File: src/inc/an_np_pkg.sv
package an_np_pkg;
  // register offsets (word index on the management port)
  localparam logic [4:0] ADDR_EXPANSION = 5'h06;
  localparam logic [4:0] ADDR_LOCAL_NP = 5'h07;
  localparam logic [4:0] ADDR_PARTNER_NP = 5'h08;
  localparam logic [4:0] ADDR_IRQ_STATUS = 5'h10;
  localparam logic [4:0] ADDR_IRQ_MASK = 5'h11;
  // reset values
  localparam logic [15:0] EXPANSION_RESET = 16'h0004;
  localparam logic [15:0] LOCAL_NP_RESET = 16'h2001;
  localparam logic [15:0] PARTNER_NP_RESET = 16'h0000;
  // expansion field positions
  localparam int EXP_PD_FAULT = 4;
  localparam int EXP_LP_NP_ABLE = 3;
  localparam int EXP_LOCAL_NP_ABLE = 2;
  localparam int EXP_PAGE_RX = 1;
  localparam int EXP_LP_AN_ABLE = 0;
  // next page field positions
  localparam int NP_NEXT = 15;
  localparam int NP_ACK = 14;
  localparam int NP_MSG = 13;
  localparam int NP_ACK2 = 12;
  localparam int NP_TOGGLE = 11;
  localparam int NP_CODE_MSB = 10;
  // writable bits of the local next page: 15, 13, 12, 10..0
  localparam logic [15:0] LOCAL_NP_WMASK = 16'hB7FF;
  // interrupt bits
  localparam int IRQ_PAGE_RX = 0;
  localparam int IRQ_PD_FAULT = 1;
  localparam int IRQ_LP_NP = 2;
  localparam logic [2:0] IRQ_RESET = 3'h0;
endpackage

File: src/inc/an_flag_if.sv
`timescale 1ns/1ps
interface an_flag_if;
  logic set;
  logic clr;
  logic flag;
  modport owner (input set, input clr, output flag);
  modport user (output set, output clr, input flag);
endinterface

File: src/core/sticky_flag.sv
`timescale 1ns/1ps
module sticky_flag (
  // clock and reset
  input wire logic i_sys_clk,
  input wire logic i_rst_n,
  // flag control
  an_flag_if.owner f
);
  typedef struct packed {
    logic flag;
  } flag_state_t;

  flag_state_t st_q;
  flag_state_t st_d;

  // set wins over clear so an event in the clearing cycle is kept
  always_comb begin
    st_d = st_q;
    if (f.clr) begin
      st_d.flag = 1'b0;
    end
    if (f.set) begin
      st_d.flag = 1'b1;
    end
  end

  always_ff @(posedge i_sys_clk) begin
    if (!i_rst_n) begin
      st_q <= '0;
    end else begin
      st_q <= st_d;
    end
  end

  assign f.flag = st_q.flag;

  set_wins_a: assert property (@(posedge i_sys_clk) disable iff (!i_rst_n)
    f.set |=> f.flag) else $error("flag lost its set");
endmodule

File: src/core/autoneg_next_page_regs.sv
`timescale 1ns/1ps
// How it works
// - bit 4 latches parallel detection fault
// - bit 3 shows partner next page ability
// - bit 2 local next page able, reads one
// - bit 1 latches new page received
// - bit 0 shows partner autoneg ability
// - bit 15 writable, sent as next page
// - bit 13 message page, writable, resets one
// - bit 12 writable, sent as acknowledge 2
// - toggle is inverse of previous toggle
// - code field writable, resets to 1
// - partner page fields captured read-only
// - partner code field captured read-only
// - partner resets zero, expansion resets 4
module autoneg_next_page_regs (
  // clock and reset
  input wire logic i_sys_clk,
  input wire logic i_rst_n,
  // register port
  input wire logic [4:0] i_addr,
  input wire logic [15:0] i_wdata,
  input wire logic i_wr,
  input wire logic i_rd,
  output logic [15:0] o_rdata,
  // negotiation core status
  input wire logic i_pd_fault,
  input wire logic i_lp_np_able,
  input wire logic i_lp_an_able,
  // page exchange with the arbiter
  input wire logic i_page_rx,
  input wire logic [15:0] i_rx_page,
  input wire logic i_np_sent,
  output logic [15:0] o_tx_page,
  // interrupt
  output logic o_irq
);
  typedef struct packed {
    logic [15:0] local_np;
    logic [15:0] partner_np;
    logic last_toggle;
    logic [2:0] irq_mask;
    logic [2:0] lp_np_prev;
    logic [15:0] rdata;
  } reg_state_t;

  reg_state_t st_q;
  reg_state_t st_d;

  an_flag_if pd_if ();
  an_flag_if pr_if ();
  an_flag_if irq_if [3] ();

  logic exp_read;
  logic [15:0] expansion;
  logic [2:0] irq_status;
  logic [2:0] irq_evt;

  assign exp_read = i_rd && (i_addr == an_np_pkg::ADDR_EXPANSION);

  // latched until software reads the expansion word
  assign pd_if.set = i_pd_fault;
  assign pd_if.clr = exp_read;
  assign pr_if.set = i_page_rx;
  assign pr_if.clr = exp_read;

  sticky_flag u_pd_flag (
    .i_sys_clk(i_sys_clk),
    .i_rst_n(i_rst_n),
    .f(pd_if)
  );

  sticky_flag u_pr_flag (
    .i_sys_clk(i_sys_clk),
    .i_rst_n(i_rst_n),
    .f(pr_if)
  );

  assign irq_evt[an_np_pkg::IRQ_PAGE_RX] = i_page_rx;
  assign irq_evt[an_np_pkg::IRQ_PD_FAULT] = i_pd_fault;
  assign irq_evt[an_np_pkg::IRQ_LP_NP] = i_lp_np_able && !st_q.lp_np_prev[0];

  // interrupt status is separate so reading expansion does not drop the irq
  for (genvar g = 0; g < 3; g++) begin : g_irq
    assign irq_if[g].set = irq_evt[g];
    assign irq_if[g].clr = i_wr && (i_addr == an_np_pkg::ADDR_IRQ_STATUS) && i_wdata[g];
    assign irq_status[g] = irq_if[g].flag;
    sticky_flag u_irq_flag (
      .i_sys_clk(i_sys_clk),
      .i_rst_n(i_rst_n),
      .f(irq_if[g])
    );
  end

  always_comb begin
    expansion = 16'h0000;
    expansion[an_np_pkg::EXP_PD_FAULT] = pd_if.flag;
    expansion[an_np_pkg::EXP_LP_NP_ABLE] = i_lp_np_able;
    expansion[an_np_pkg::EXP_LOCAL_NP_ABLE] = an_np_pkg::EXPANSION_RESET[2];
    expansion[an_np_pkg::EXP_PAGE_RX] = pr_if.flag;
    expansion[an_np_pkg::EXP_LP_AN_ABLE] = i_lp_an_able;
  end

  always_comb begin
    st_d = st_q;
    st_d.lp_np_prev = {2'h0, i_lp_np_able};
    if (i_wr && (i_addr == an_np_pkg::ADDR_LOCAL_NP)) begin
      // reserved 14 and toggle 11 are not stored from the bus
      st_d.local_np = i_wdata & an_np_pkg::LOCAL_NP_WMASK;
    end
    if (i_wr && (i_addr == an_np_pkg::ADDR_IRQ_MASK)) begin
      st_d.irq_mask = i_wdata[2:0];
    end
    if (i_np_sent) begin
      st_d.last_toggle = o_tx_page[an_np_pkg::NP_TOGGLE];
    end
    if (i_page_rx) begin
      st_d.partner_np = i_rx_page;
    end
    st_d.rdata = 16'h0000;
    if (i_rd) begin
      case (i_addr)
        an_np_pkg::ADDR_EXPANSION: st_d.rdata = expansion;
        an_np_pkg::ADDR_LOCAL_NP: begin
          st_d.rdata = st_q.local_np;
          st_d.rdata[an_np_pkg::NP_TOGGLE] = !st_q.last_toggle;
        end
        an_np_pkg::ADDR_PARTNER_NP: st_d.rdata = st_q.partner_np;
        an_np_pkg::ADDR_IRQ_STATUS: st_d.rdata = {13'h0000, irq_status};
        an_np_pkg::ADDR_IRQ_MASK: st_d.rdata = {13'h0000, st_q.irq_mask};
        default: st_d.rdata = 16'h0000;
      endcase
    end
  end

  always_ff @(posedge i_sys_clk) begin
    if (!i_rst_n) begin
      st_q.local_np <= an_np_pkg::LOCAL_NP_RESET;
      st_q.partner_np <= an_np_pkg::PARTNER_NP_RESET;
      st_q.last_toggle <= 1'b1;
      st_q.irq_mask <= an_np_pkg::IRQ_RESET;
      st_q.lp_np_prev <= 3'h0;
      st_q.rdata <= 16'h0000;
    end else begin
      st_q <= st_d;
    end
  end

  // transmitted page: software fields, ack left to the arbiter, fresh toggle
  always_comb begin
    o_tx_page = st_q.local_np;
    o_tx_page[an_np_pkg::NP_ACK] = 1'b0;
    o_tx_page[an_np_pkg::NP_TOGGLE] = !st_q.last_toggle;
  end

  assign o_rdata = st_q.rdata;
  assign o_irq = |(irq_status & st_q.irq_mask);

  pd_latch_a: assert property (@(posedge i_sys_clk) disable iff (!i_rst_n)
    i_pd_fault && !exp_read |=> pd_if.flag) else $error("fault not latched");
  lp_np_a: assert property (@(posedge i_sys_clk) disable iff (!i_rst_n)
    exp_read |=> o_rdata[3] == $past(i_lp_np_able)) else $error("np able wrong");
  local_able_a: assert property (@(posedge i_sys_clk) disable iff (!i_rst_n)
    exp_read |=> o_rdata[2]) else $error("local able not one");
  page_latch_a: assert property (@(posedge i_sys_clk) disable iff (!i_rst_n)
    i_page_rx ##1 exp_read |=> o_rdata[1]) else $error("page rx lost");
  an_able_a: assert property (@(posedge i_sys_clk) disable iff (!i_rst_n)
    exp_read |=> o_rdata[0] == $past(i_lp_an_able)) else $error("an able wrong");
  np_write_a: assert property (@(posedge i_sys_clk) disable iff (!i_rst_n)
    i_wr && i_addr == an_np_pkg::ADDR_LOCAL_NP |=>
      o_tx_page[15] == $past(i_wdata[15]) && o_tx_page[13] == $past(i_wdata[13]) &&
      o_tx_page[12] == $past(i_wdata[12]) && o_tx_page[10:0] == $past(i_wdata[10:0]))
    else $error("tx page not written");
  toggle_flip_a: assert property (@(posedge i_sys_clk) disable iff (!i_rst_n)
    i_np_sent |=> o_tx_page[11] != $past(o_tx_page[11])) else $error("toggle stuck");
  rx_capture_a: assert property (@(posedge i_sys_clk) disable iff (!i_rst_n)
    i_page_rx ##1 (i_rd && i_addr == an_np_pkg::ADDR_PARTNER_NP && !i_page_rx) |=>
      o_rdata == $past(i_rx_page, 2)) else $error("partner page wrong");
  rd_clear_a: assert property (@(posedge i_sys_clk) disable iff (!i_rst_n)
    exp_read && !i_page_rx |=> !pr_if.flag) else $error("page flag not cleared");
  reserved_a: assert property (@(posedge i_sys_clk) disable iff (!i_rst_n)
    exp_read |=> o_rdata[15:5] == 11'h000) else $error("reserved bits set");
endmodule

File: config.mk
export PLATFORM = sky130hd
export DESIGN_NAME = autoneg_next_page_regs
export DESIGN_NICKNAME = d
export VERILOG_FILES = /design/src/inc/an_np_pkg.sv /design/src/inc/an_flag_if.sv /design/src/core/sticky_flag.sv /design/src/core/autoneg_next_page_regs.sv
export SDC_FILE = /design/constraint.sdc
export NUM_CORES = 1
export LEC_CHECK = 0
export ABC_AREA = 1
export BUFFER_PORTS_ARGS = -buffer_cell sky130_fd_sc_hd__buf_2
export CORE_UTILIZATION = 50
export CTS_BUF_LIST = sky130_fd_sc_hd__clkbuf_16
export DETAILED_ROUTE_END_ITERATION = 8
export PLACE_DENSITY = 0.82
export SKIP_LAST_GASP = 1
export SLEW_MARGIN = 10
export SYNTH_ARGS = -nofsm -noshare
export SYNTH_HDL_FRONTEND = slang
export SYNTH_SLANG_ARGS = --single-unit
File: constraint.sdc
create_clock -name i_sys_clk -period 1.3 [get_ports i_sys_clk]
set_clock_uncertainty 0.05 [all_clocks]
set_input_delay 0.195 -clock i_sys_clk [delete_from_list [all_inputs] [get_ports i_sys_clk]]
set_output_delay 0.195 -clock i_sys_clk [all_outputs]
set_load 0.01 [all_outputs]
Word-level counts from Yosys, hierarchy flattened
Index checks and enable logic that the tools add are counted.
{ "totals": {"inputBits": 46, "word_cells": 44, "mem_bits_rw": 0, "latch_bits": 0, "reg_bits": 56, "mem_count": 0, "out_inout_bits": 33, "mem_bits_ro": 0} }
{ "classes": {"shifts": 0, "n_eq_ne": 5, "n_reduce_logical": 17, "add_sub_neg": 0, "n_lt_le_gt_ge": 0, "n_bitwise": 1, "div": 0, "muxes": 10, "multipliers": 0} }
{ "ops": {"columns": ["op", "count"], "rows": [
  ["one-hot mux 16 bit (5 select lines)", 1],
  ["equality test 5 x 3 -> 1 bit (second input constant)", 2],
  ["equality test 5 bit (second input constant)", 2],
  ["nonzero test 2 bit", 5],
  ["two-way mux 1 bit", 9],
  ["logical AND 1 bit", 8],
  ["equality test 5 x 4 -> 1 bit (second input constant)", 1],
  ["AND 3 bit", 1],
  ["OR reduction 3 bit", 1],
  ["zero test 1 bit", 2],
  ["AND reduction 2 bit", 1]
]} }

Longest topological paths before layout
Gate-level depths: netlist of run 1.
{ "logic_depth": {"depth_word": 5, "mapped_depth": 8, "depth_no_buf": 8} }

By module
Synthesis of run 1 repeated with hierarchy kept, for this count alone.
{ "unflattened": {"cells_unflattened": 337, "hier_area_um2": 2491.1} }
{ "modules_own_cells": {"columns": ["mod", "seq_area_each_um2", "instances", "area_per_inst_um2", "cells_per_inst"], "rows": [
  ["autoneg_next_page_regs", 1021.0, 1, 2272.2, 307],
  ["sticky_flag", 20.0, 5, 43.8, 6]
]} }

Worst setup path after synthesis of run 1
Ideal clock, no wire load.
{ "synth_path": {"path_type": "input -> register", "start": "input i_addr[4]", "end": "register st_q (netlist bit o_tx_page[3])", "stages": 6, "slack_ns": 0.132, "required_ns": 1.131, "n_path_buf": 2, "setup_ns": 0.119, "arrival_time_ns": 0.999, "path_cell_list": "buf_2 nor2_4 nand3_2 buf_6 o21ai_0 a21oi_1"} }
{ "synth_via": {"elab_chain_len": 2} }
{ "synth_lines": {"columns": ["element", "line", "text"], "rows": [
  ["start: declaration", "autoneg_next_page_regs.sv:21", "input wire logic [4:0] i_addr,"],
  ["equality test 5 x 3 -> 1 bit", "autoneg_next_page_regs.sv:107", "if (i_wr && (i_addr == an_np_pkg::ADDR_LOCAL_NP)) begin"],
  ["logical AND 1 bit", "autoneg_next_page_regs.sv:107", null],
  ["end signal: assignment", "autoneg_next_page_regs.sv:145", "st_q <= st_d;"],
  ["end: declaration", "autoneg_next_page_regs.sv:47", "reg_state_t st_q;"]
]} }
Every way passes these cells.
A chain may end at the register's enable or synchronous reset.

Worst setup path in the final report of run 1
{ "layout_path": {"start": "register st_q[21] (netlist bit)", "end": "output o_irq"} }
{ "layout_via": {"elab_chain_len": 2} }
{ "layout_lines": {"columns": ["element", "line", "text"], "rows": [
  ["AND 3 bit", "autoneg_next_page_regs.sv:157", "assign o_irq = |(irq_status & st_q.irq_mask);"],
  ["OR reduction 3 bit", "autoneg_next_page_regs.sv:157", null],
  ["end: declaration", "autoneg_next_page_regs.sv:36", "output logic o_irq"]
]} }
Every way passes these cells.

==> results of run 1 <==
-- logic make-up after synthesis --
family | count (synthesis)
buffers and inverters | 82
DFF | 56
AOI/OAI and AO/OA | 69
and+or+nand+nor | 112
other | 1
-- area by class of cell --
class	count	area, µm²
fillers	393	1600
clock buffers	5	125
well taps	52	65.1
multi-input cells	182	868
clock inverters	2	60.1
flip-flops and latches	56	1120
repair buffers	90	513
inverters	40	151
-- final timing paths --
check,start,endpoint,slack [ns]
setup / recovery,st_q[21],o_irq,0.13
hold / removal,i_np_sent,st_q[22],0.05
hold reg to reg,st_q[16],g_irq[2].u_irq_flag.f.flag,0.37
setup reg to reg,o_tx_page[2],o_rdata[2],0.41
-- metal layers --
layer  up-vias  wire [µm]  GRT usage (%)
met4         0        114           8.71
li1       1115          -              -
met3        12        413           5.63
met5         -          0              0
met2        96       2720           39.3
met1       978       2420           29.6
-- synth_stat cells, types with 5 or more instances --
master / n
nor2_1: 30
a21oi_1: 33
o22ai_1: 7
o21ai_0: 24
nand2_1: 47
inv_1: 35
nand4_1: 15
buf_4: 31
clkbuf_1: 5
dfxtp_1: 56
nand3_1: 10
-- where the power goes --
part           switching [mW]  total (mW)  internal [mW]
combinational           0.183       0.309          0.126
clock                   0.568        1.66           1.09
sequential             0.0295        1.80           1.77
total                   0.781        3.77           2.99
-- metrics by stage --
| step | utilization, % | std cells | setup TNS, ns |
|---|---|---|---|
| after floorplan | - | 320 | 0 |
| after global placement | 60.4 | 420 | 0 |
| after detailed placement | 60.4 | 420 | -0.0378 |
| after CTS | 64.5 | 427 | 0 |
| after global routing | 64.5 | 427 | 0 |
| final | 64.5 | 427 | 0 |
-- cells in the final DEF, fill, tap and decap left out, drive strengths merged --
| cell type | count |
|---|---|
| a21oi | 33 |
| buf | 90 |
| bufinv | 2 |
| clkbuf | 5 |
| clkinv | 1 |
| conb | 1 |
| dfxtp | 56 |
| inv | 39 |
| nand2 | 49 |
| nand3 | 12 |
| nand4 | 15 |
| nor2 | 34 |
| nor3 | 2 |
| o211ai | 2 |
| o21ai | 27 |
| o22ai | 7 |
-- registers in the layout (all words and copies together), names as in the netlist --
signal                   count
u_pr_flag.f.flag             1
o_rdata                     16
o_tx_page                   14
g_irq.u_irq_flag.f.flag      3
u_pd_flag.f.flag             1
st_q                        21
==> results, run 1 <==
- The clock period could shrink to around 1.2 ns.
- The congestion estimate from routability-driven global placement came to approximately 0.85.
- The largest vdd supply drop is between 0.8 and 0.9 mV.
- The effective utilization at floorplan is between 50% and 60%.
- The number of hold-slack violations in the final timing report is 0.
- Setup violations remaining at the end of the flow were counted as 0.
- The diode insertion count for antenna repair is 0.
- The initial antenna violation count is 0.
- The layout cell share with drive strength beyond 1 is between 20% and 30%.
- The number of gates resized after CTS is 0.
- In this run the post-CTS setup repair buffer count came out at 0.
- After synthesis, the share of cell area in mux cells is 0%.
- The routed design has around 5700 µm of wire.
- The largest fanout on the critical path is 3.
- The area share of xor/xnor cells in the synthesized design is 0%.
- Summing the sequential cell areas from Yosys gives approximately 46% of the chip area.
- The arrival time of the worst setup path is slightly above 0.9 ns.
- TritonCTS built the clock tree.
- In the routed layout, each cell is associated on average with a via count of between 5 and 6.
- Power spread over the standard cell area amounts to about 1300 nW/µm².
- During synthesis, Yosys emitted a total of 0 warnings.
- The growth of design area from synthesis to finish is 19.6%.
- In the finished design, the share of the clock period the worst path needs comes to approximately 90%.
- The largest single stage delay on the critical path is ~0.38 ns.
- The clock passes through at most 2 buffers.
- The number of hold buffers added after CTS was 0.
- The total number of cells along the worst setup path is 3.
- The overall power consumption is 3.77 mW.
- The DRC violation count after routing is 0.
- The share of Yosys cell area claimed by the top area cell type is between 40% and 50%.
- The endpoint required time on the critical path is between 1 and 1.5 ns.
- Ranked by total cell area, the synthesized netlist is headed by dfxtp_1 46%, buf_4 9.6%, nand2_1 7.3%.
- The post-detailed-route count of antenna-violating nets is 0.
- The type of the worst setup path is reg -> out.
- The flow ran to the end, and the final reports show no timing, DRC or antenna violations.
- The worst setup path is launched from a register.
- For this block, the via count after detailed routing is about 2200.
- On the final layout, the worst hold slack is 0.0477 ns.
- The via count of the first global-routing pass came to about 2100.
- The cell area after technology mapping is around 2400 µm².
- The slowest stage of the critical path is the dfxtp_1 cell.
- The final worst setup slack is 0.128 ns.
- Measured in cells, the most critical reg-to-reg path has a length of 4.
- The wire length of the first global-routing pass is 9390 µm.
- The dominant delay contributor by cell family on the critical path is flip-flops.
- The floorplan has 24 rows.
- In this run the static leakage power is 1.38 nW.
- Across the run, the number of max-cap violations was 0.
- The cell area after placement is roughly 2700 µm².
- Entering global routing, the biggest net connects 27 pins.
- The average cell area after synthesis is 7.59 µm².
- The worst min-delay path category is in -> reg.
- The overall die width is 71.7 µm.
- The number of top-level design ports is just under 80.
- The clock root buffer is clkbuf_16.
- For this run, asynchronously set or reset flops after synthesis account for 0%.
- Traced cell by cell, the critical path runs through nand2_1, nand3_1, buf_2.
- The total area inside the core boundary comes to 4500 µm².
- The worst setup path is captured at a primary output.
- The largest family of logic cells by synthesized area is simple AND/OR/NAND/NOR gates.
- The number of buffers and inverters on the critical path is 1.
- The post-synthesis cell type count is 24.
- The simple-gate share of the synthesized area is between 20% and 30%.
- Summing the areas of all compound-gate instances in the mapped netlist gives between 10 and 15% of the synthesized area.
- In the synthesized netlist the dominant register cell turns out to be dfxtp_1.
- Derived from the worst setup path, the maximum achievable clock frequency is ~850 MHz.
- The number of enable-type register cells in the synthesized netlist is 0.
- The area of all placed cells without fillers is approximately 2900 µm².
- Dividing the detail-routed wire length by the instance count gives between 10 and 15 µm.
- The final-stage net count is about 420.
- For this run, the total global-route usage over all layers was measured as 23.6%.
- Along the worst hold path, the cell count comes to 2.
- The clock latency reported for the late side of the worst-skew pair is 0.29 ns.
- Setup repair after global routing left no endpoint under its margin.
- Summing the areas of all fa, ha and maj instances in the mapped netlist gives 0% of the synthesized area.
- Clock-pin slew was measured on the worst setup and hold paths at around 0.07 ns.
- The first TritonRoute pass finished after 4 iterations.
- The number of sinks handled by clock tree synthesis is between 50 and 60.
- The number of max-slew violations in the final report was 0.
- The die covers around 5100 µm².
- The floorplan die height is approximately 72 µm.
- The synthesized instance count is 320.
- The estimated wirelength of the detail-placed design is approximately 4000 µm.
- The clock tree synthesis step divided the H-tree into 2 levels.
- The number of nets handed over by synthesis was roughly 370.
- The total global routing overflow is 0.
- Port buffering added 75 buffers.
- The violation count after the first detailed-route iteration is around 130.
- The number of buffers created by CTS is 5.
- OpenSTA, run right after detailed placement, puts the worst setup slack at -0.0158 ns.
- The largest total area in the synthesized netlist belongs to dfxtp_1.
- Synthesis inferred 56 register bits.
(Power assumes the default switching activity.)
==> inputs of run 2 (changes only) <==
REMOVE_ABC_BUFFERS = 1   (was unset)
==> run 2 against run 1 <==
Compared with the run above:
- design area is 1.6% lower
- setup slack lost 0.033 ns
- critical path depth unchanged
==> results, run 2 (synthesized netlist as in run 1, its figures left out) <==
- After detailed routing, the number of remaining DRC violations is 0.
- The arrival time of the worst setup path is around 0.96 ns.
- In this run the worst setup path terminates at o_irq.
- The total track usage is approximately 23%.
- The most frequent standard cell in the layout excluding fill and tap cells is buf_2.
- The layout cell share with drive strength beyond 1 is between 20% and 30%.
- The minimum clock period after layout is 1.21 ns.
- The critical path endpoint category is a primary output.
- At the placement stage, the worst setup path has a slack of -0.0312 ns.
- The clock tree synthesis step divided the H-tree into 2 levels.
- The via count of the first global-routing pass was between 2000 and 2500.
- The growth of design area from synthesis to finish is 17.7%.
- The number of vias in the routed layout is between 2000 and 2500.
- The startpoint kind of the worst setup timing path is a register.
- In the routed layout, each cell is associated on average with a via count of about 5.2.
- The ratio of final minimum period to clock period is ~93%.
- The start point of the critical path is g_irq[1].u_irq_flag.f.flag.
- The critical path runs through a total of 3 cells.
- In this run the critical register-to-register path is launched from o_tx_page[2].
- The tree is rooted in a clkbuf_16.
- The worst-case IR drop observed on VDD is 0.700 mV.
- The TritonCTS clock tree is done.
- The number of max-slew violations in the final report was 0.
- The stage delay of the slowest cell on the critical path is about 0.38 ns.
- The overall die width is 71.7 µm.
- The setup check on the worst reg-to-reg path leaves a slack of 0.43 ns.
- The worst reg2reg path endpoint is o_rdata[2].
- Clock tree synthesis inserted a total of 5 buffers.
- The run finished with clean final reports.
- The worst hold path belongs to the class in -> reg.
- The placement row count is 24.
- The slowest stage of the critical path belongs to the cell dfxtp_1.
- The endpoint required time on the critical path is between 1 and 1.5 ns.
- For this block, the initial DRC count from the detailed router was between 90 and 100.
- The number of top-level design ports is 79.
- The post-detailed-route count of antenna-violating nets is 0.
- The clock latency reported for the late side of the worst-skew pair is approximately 0.29 ns.
- The signal on the critical path passes through nand2_1, nand3_1, buf_2.
- The final worst setup slack is 0.0947 ns.
- The detail-routed net length per standard cell is roughly 13 µm.
- The repair_antennas step left the layout with diodes totalling 0.
- After filler insertion, the fill cell instance count of the layout stands at 408.
- The area of the core is 4500 µm².
- The flip-flop count of the largest register, all copies and words added is 21.
- The type of the worst setup path is reg -> out.
- Setup violations remaining at the end of the flow were counted as 0.
- The maximum count of clock buffers along a single path is 2.
- Ranked by flip-flop count, first place goes to st_q.
- The total global routing overflow is 0.
- The tool flagged a number of max-cap violations equal to 0.
- The number of cells after detailed placement is 420.
- The effective utilization at floorplan is between 50% and 60%.
- Buffers inserted to repair hold after CTS numbered 0.
- In this run the worst path has a maximum fanout of 3.
- Derived from the worst setup path, the maximum achievable clock frequency is 830 MHz.
- Detailed placement finished with a half-perimeter wire length of 4130 µm.
- The total iterations of the first detailed-routing run is 4.
- The number of sinks handled by clock tree synthesis is 56.
- The leakage power is about 1.4 nW.
- Once the clock tree was built, the resizer swapped 0 gates to a different size.
- The die is between 70 and 80 µm tall.
- The number of hold-slack violations in the final timing report was 0.
- The wire length of the first global-routing pass is 8960 µm.
- The share of the core filled with cells is a little under two thirds.
- The non-filler instance count after layout is between 400 and 500.
- The final-stage net count is 421.
- The number of buffers and inverters on the critical path is 1.
- The initial antenna violation count came to 0.
- The routability-driven placement congestion ratio is 0.918.
- The power density over the cells is about 1200 nW/µm².
- The die covers between 5000 and 6000 µm².
- Setup repair after global routing left no endpoint under its margin.
- Input and output buffers added on the ports amount to 75.
- In the layout the commonest cells are 75 x buf_2, 56 x dfxtp_1, 47 x nand2_1.
- The largest net degree at the start of global routing is 27.
- Grouping stages by cell kind, the critical path spends the most delay in flip-flops.
- The number of setup buffers added after CTS is 0.
- The number of cell instances on the worst register-to-register path is 4.
- The final wirelength is approximately 5500 µm.
- After clock tree synthesis, the clock-pin slew on the worst setup and hold paths is about 0.070 ns.
run 2: worst min path at each step:
stage              start           end  slack [ns]  cells after the start
2_1_floorplan    i_rst_n  o_tx_page[0]        0.23                      1
3_3_place_gp   i_np_sent      st_q[22]        0.35                      2
6_report       i_np_sent      st_q[22]        0.04                      2
5_1_grt        i_np_sent      st_q[22]        0.06                      2
4_1_cts        i_np_sent      st_q[22]        0.05                      2
3_5_place_dp   i_np_sent      st_q[22]        0.36                      2
run 2: layer usage:
| metal | vias to the layer above | wire length [µm] | GRT usage [%] | part of all wire (%) |
|---|---|---|---|---|
| met2 | 70 | 2710 | 38.5 | 49 |
| met5 | - | 0 | 0 | 0 |
| li1 | 1113 | - | - | - |
| met4 | 0 | 149 | 11.1 | 2.7 |
| met3 | 13 | 286 | 5.06 | 5.2 |
| met1 | 1016 | 2370 | 26.8 | 43 |
run 2: worst reg2reg max path, delay by kind of cell, from the launching register on:
family                 cells  cell delay (ns)
DFF                        1             0.33
and+or+nand+nor            2             0.19
AOI/OAI and AO/OA          1             0.17
buffers and inverters      1             0.03
run 2: per-stage QoR:
| step | power, mW | area (µm²) | hold slack (ns) | setup TNS [ns] |
|---|---|---|---|---|
| finish | 3.46 | 2860 | 0.0432 | 0 |
| global route | 3.58 | 2860 | 0.0610 | 0 |
| CTS | 3.48 | 2860 | 0.0481 | 0 |
| detailed placement | 2.14 | 2710 | 0.359 | -0.0352 |
| global placement | 2.14 | 2710 | 0.348 | 0 |
| floorplan | 1.97 | 2140 | 0.229 | 0 |
run 2: final cells by class:
type | count | area [µm²] | area share (%)
repair buffers | 90 | 500 | 17.5
clock inverters | 3 | 25.0 | 0.876
multi-input cells | 182 | 868 | 30.4
well taps | 52 | 65.1 | 2.28
clock buffers | 5 | 125 | 4.38
flip-flops and latches | 56 | 1120 | 39.2
inverters | 40 | 151 | 5.30
run 2: report_power, final:
| part | leakage [nW] | internal (mW) | total, mW | switching [mW] |
|---|---|---|---|---|
| registers | 0.458 | 1.77 | 1.80 | 0.0290 |
| clock network | 0.0708 | 0.728 | 1.35 | 0.626 |
| logic | 0.825 | 0.128 | 0.309 | 0.181 |
| total | 1.35 | 2.63 | 3.46 | 0.836 |
==> inputs of run 3 (changes only) <==
CORE_ASPECT_RATIO = 1.1   (was unset)
==> run 3 against run 2 <==
Compared with the run above:
- clock power grew 7%
- die area about the same
- via count is 0.54% higher
- global-route usage about the same
- design area rose by 2.1%
- non-clock buffer count rose by 4
- register-to-register slack got worse by 0.03 ns
- setup slack better by 0.034 ns
- critical path depth is the same
- power rose by 3.0%
- count of clock-buffer cells in the layout unchanged
- sequential power hardly changed
- critical path type unchanged
- critical endpoint unchanged
- largest power group unchanged
==> results, run 3 (synthesized netlist as in run 1, its figures left out) <==
- The via count of the first global-routing pass is ~2000.
- Setup repair after global routing left no endpoint under its margin.
- The routability-driven placement congestion ratio is roughly 0.86.
- The number of gates resized after CTS is 0.
- The initial antenna violation count is 0.
- The number of max-slew violations in the final report was 0.
- The number of buffers and inverters on the critical path is 1.
- The worst hold path was traced through 2 stages.
- In this run, CTS created clock tree buffers numbering 5.
- The number of vias in the routed layout is between 2000 and 2500.
- The total track usage is a little under a quarter.
- The total number of cells along the worst setup path is 3.
- The worst register-to-register path has a depth of 4.
- The leakage power is 1.39 nW.
- The largest net degree at the start of global routing is 27.
- The max-capacitance violation count is 0.
- The stage delay of the slowest cell on the critical path is 0.36 ns.
- From bottom edge to top edge, the die measures 75.1 µm.
- The clock latency reported for the late side of the worst-skew pair is a little under 0.3 ns.
- After detailed placement, the design holds a cell count of roughly 430.
- The detail-routed net length per standard cell is ~12 µm.
- After clock tree synthesis, the flow added hold-fix buffers numbering 0.
- The clock passes through at most 2 buffers.
- The first detailed-routing pass took 4 iterations.
- TritonCTS built the clock tree.
- The number of sinks handled by clock tree synthesis is 56.
- Of the cells placed in the final design, the portion with a size suffix greater than 1 is 30.0%.
- The type of the worst setup path is reg -> out.
- The violation count after the first detailed-route iteration is slightly above 100.
- The number of top-level design ports is just under 80.
- The ratio of final minimum period to clock period is between 90% and 100%.
- The wire length of the first global-routing pass is ~8600 µm.
- The number of hold-slack violations in the final timing report is 0.
- The clock root buffer is clkbuf_16.
- The critical path endpoint category is a primary output.
- The full die area is between 5000 and 6000 µm².
- The number of setup buffers added after CTS is 0.
- The final layout contains routed wiring with a total length of 5400 µm.
- The detail-routed via count per cell is approximately 5.1.
- For this run, the number of standard cells in the final layout without fillers is 436.
- The diode insertion count for antenna repair is 0.
- The effective utilization at floorplan is a little over half.
- Leaving out fill and tap cells, the most frequent cell in the layout is buf_2.
- The initialized floorplan defines 26 standard-cell rows.
- The wire-length estimate of the detail-placed layout is ~4100 µm.
- The worst min-delay path category is in -> reg.
- The register with the most flip-flops in the layout has 21 of them.
- The worst path in the final design needs a cycle of between 1 and 1.5 ns, including I/O delays and setup.
- The dominant delay contributor by cell family on the critical path is flip-flops.
- Static timing analysis puts the maximum clock frequency at about 850 MHz.
- The largest vdd supply drop is ~0.81 mV.
- The flow ran to the end, and the final reports show no timing, DRC or antenna violations.
- The overall die width is roughly 70 µm.
- The final-stage net count is 425.
- The power density over the cells is about 1200 nW/µm².
- During placement, the flow inserted port buffers numbering between 70 and 80.
- The placed instances occupy a cell area of between 2000 and 3000 µm².
- The number of failing setup endpoints in the final timing report is 0.
- The DRC violation count after routing is 0.
- At the worst endpoint, the required time is roughly 1.1 ns.
- The area of all placed cells without fillers is just under 3000 µm².
- The worst setup path is launched from a register.
- The critical path goes through nand2_1, nand3_1, buf_2.
- The growth of design area from synthesis to finish is 20.2%.
- Across all hold checks on the routed design, the worst slack comes to 0.0671 ns.
- The arrival time of the worst setup path is 0.93 ns.
- For this run, the share of the core covered by cells in the final layout is 62.7%.
- The area of the core is ~4700 µm².
- The overall power consumption is approximately 3.6 mW.
- The top cell types in the final layout, fill and taps aside, are 75 x buf_2, 56 x dfxtp_1, 47 x nand2_1.
- Clock-pin slew was measured on the worst setup and hold paths at approximately 0.070 ns.
- The slowest stage of the critical path belongs to the cell dfxtp_1.
- After global routing the overflow that remains totals 0.
- The H-tree depth is 2.
- The register with the most flip-flops in the final layout is st_q.
- The largest fanout on the critical path is 3.
- Once detail routing completed, the nets flagged for antenna violations numbered 0.
[run 3: layer usage]
metal | up-vias | wire [µm] | GRT usage (%)
met1 | 1019 | 2290 | 26.4
met3 | 6 | 332 | 4.39
met4 | 0 | 65 | 8.10
li1 | 1125 | - | -
met2 | 74 | 2710 | 40.3
met5 | - | 0 | 0
[run 3: power by group]
group	internal (mW)	switching, mW	total, mW
sequential	1.77	0.0259	1.80
clock	0.898	0.552	1.45
combinational	0.136	0.182	0.318
total	2.81	0.760	3.57
[run 3: final timing paths]
| check | startpoint | to | slack, ns |
|---|---|---|---|
| max | g_irq[1].u_irq_flag.f.flag | o_irq | 0.13 |
| min | i_np_sent | st_q[22] | 0.07 |
| max reg2reg | o_tx_page[2] | o_rdata[2] | 0.40 |
| min reg2reg | st_q[16] | g_irq[2].u_irq_flag.f.flag | 0.36 |
[run 3: cell type report]
cell class	count	area, µm²
clock buffer	5	125
inverter	40	151
sequential	56	1120
tap	56	70.1
fill	412	1730
timing repair buffer	94	543
clock inverter	3	38.8
multi-input combinational	182	868
[run 3: per-stage QoR]
stage / TNS (ns) / setup WS, ns
final: 0 / 0.129
after detailed placement: -0.0872 / -0.0473
after CTS: 0 / 0.116
after floorplan: 0 / 0.0266
after global placement: 0 / 0.0408
after global routing: 0 / 0.0725
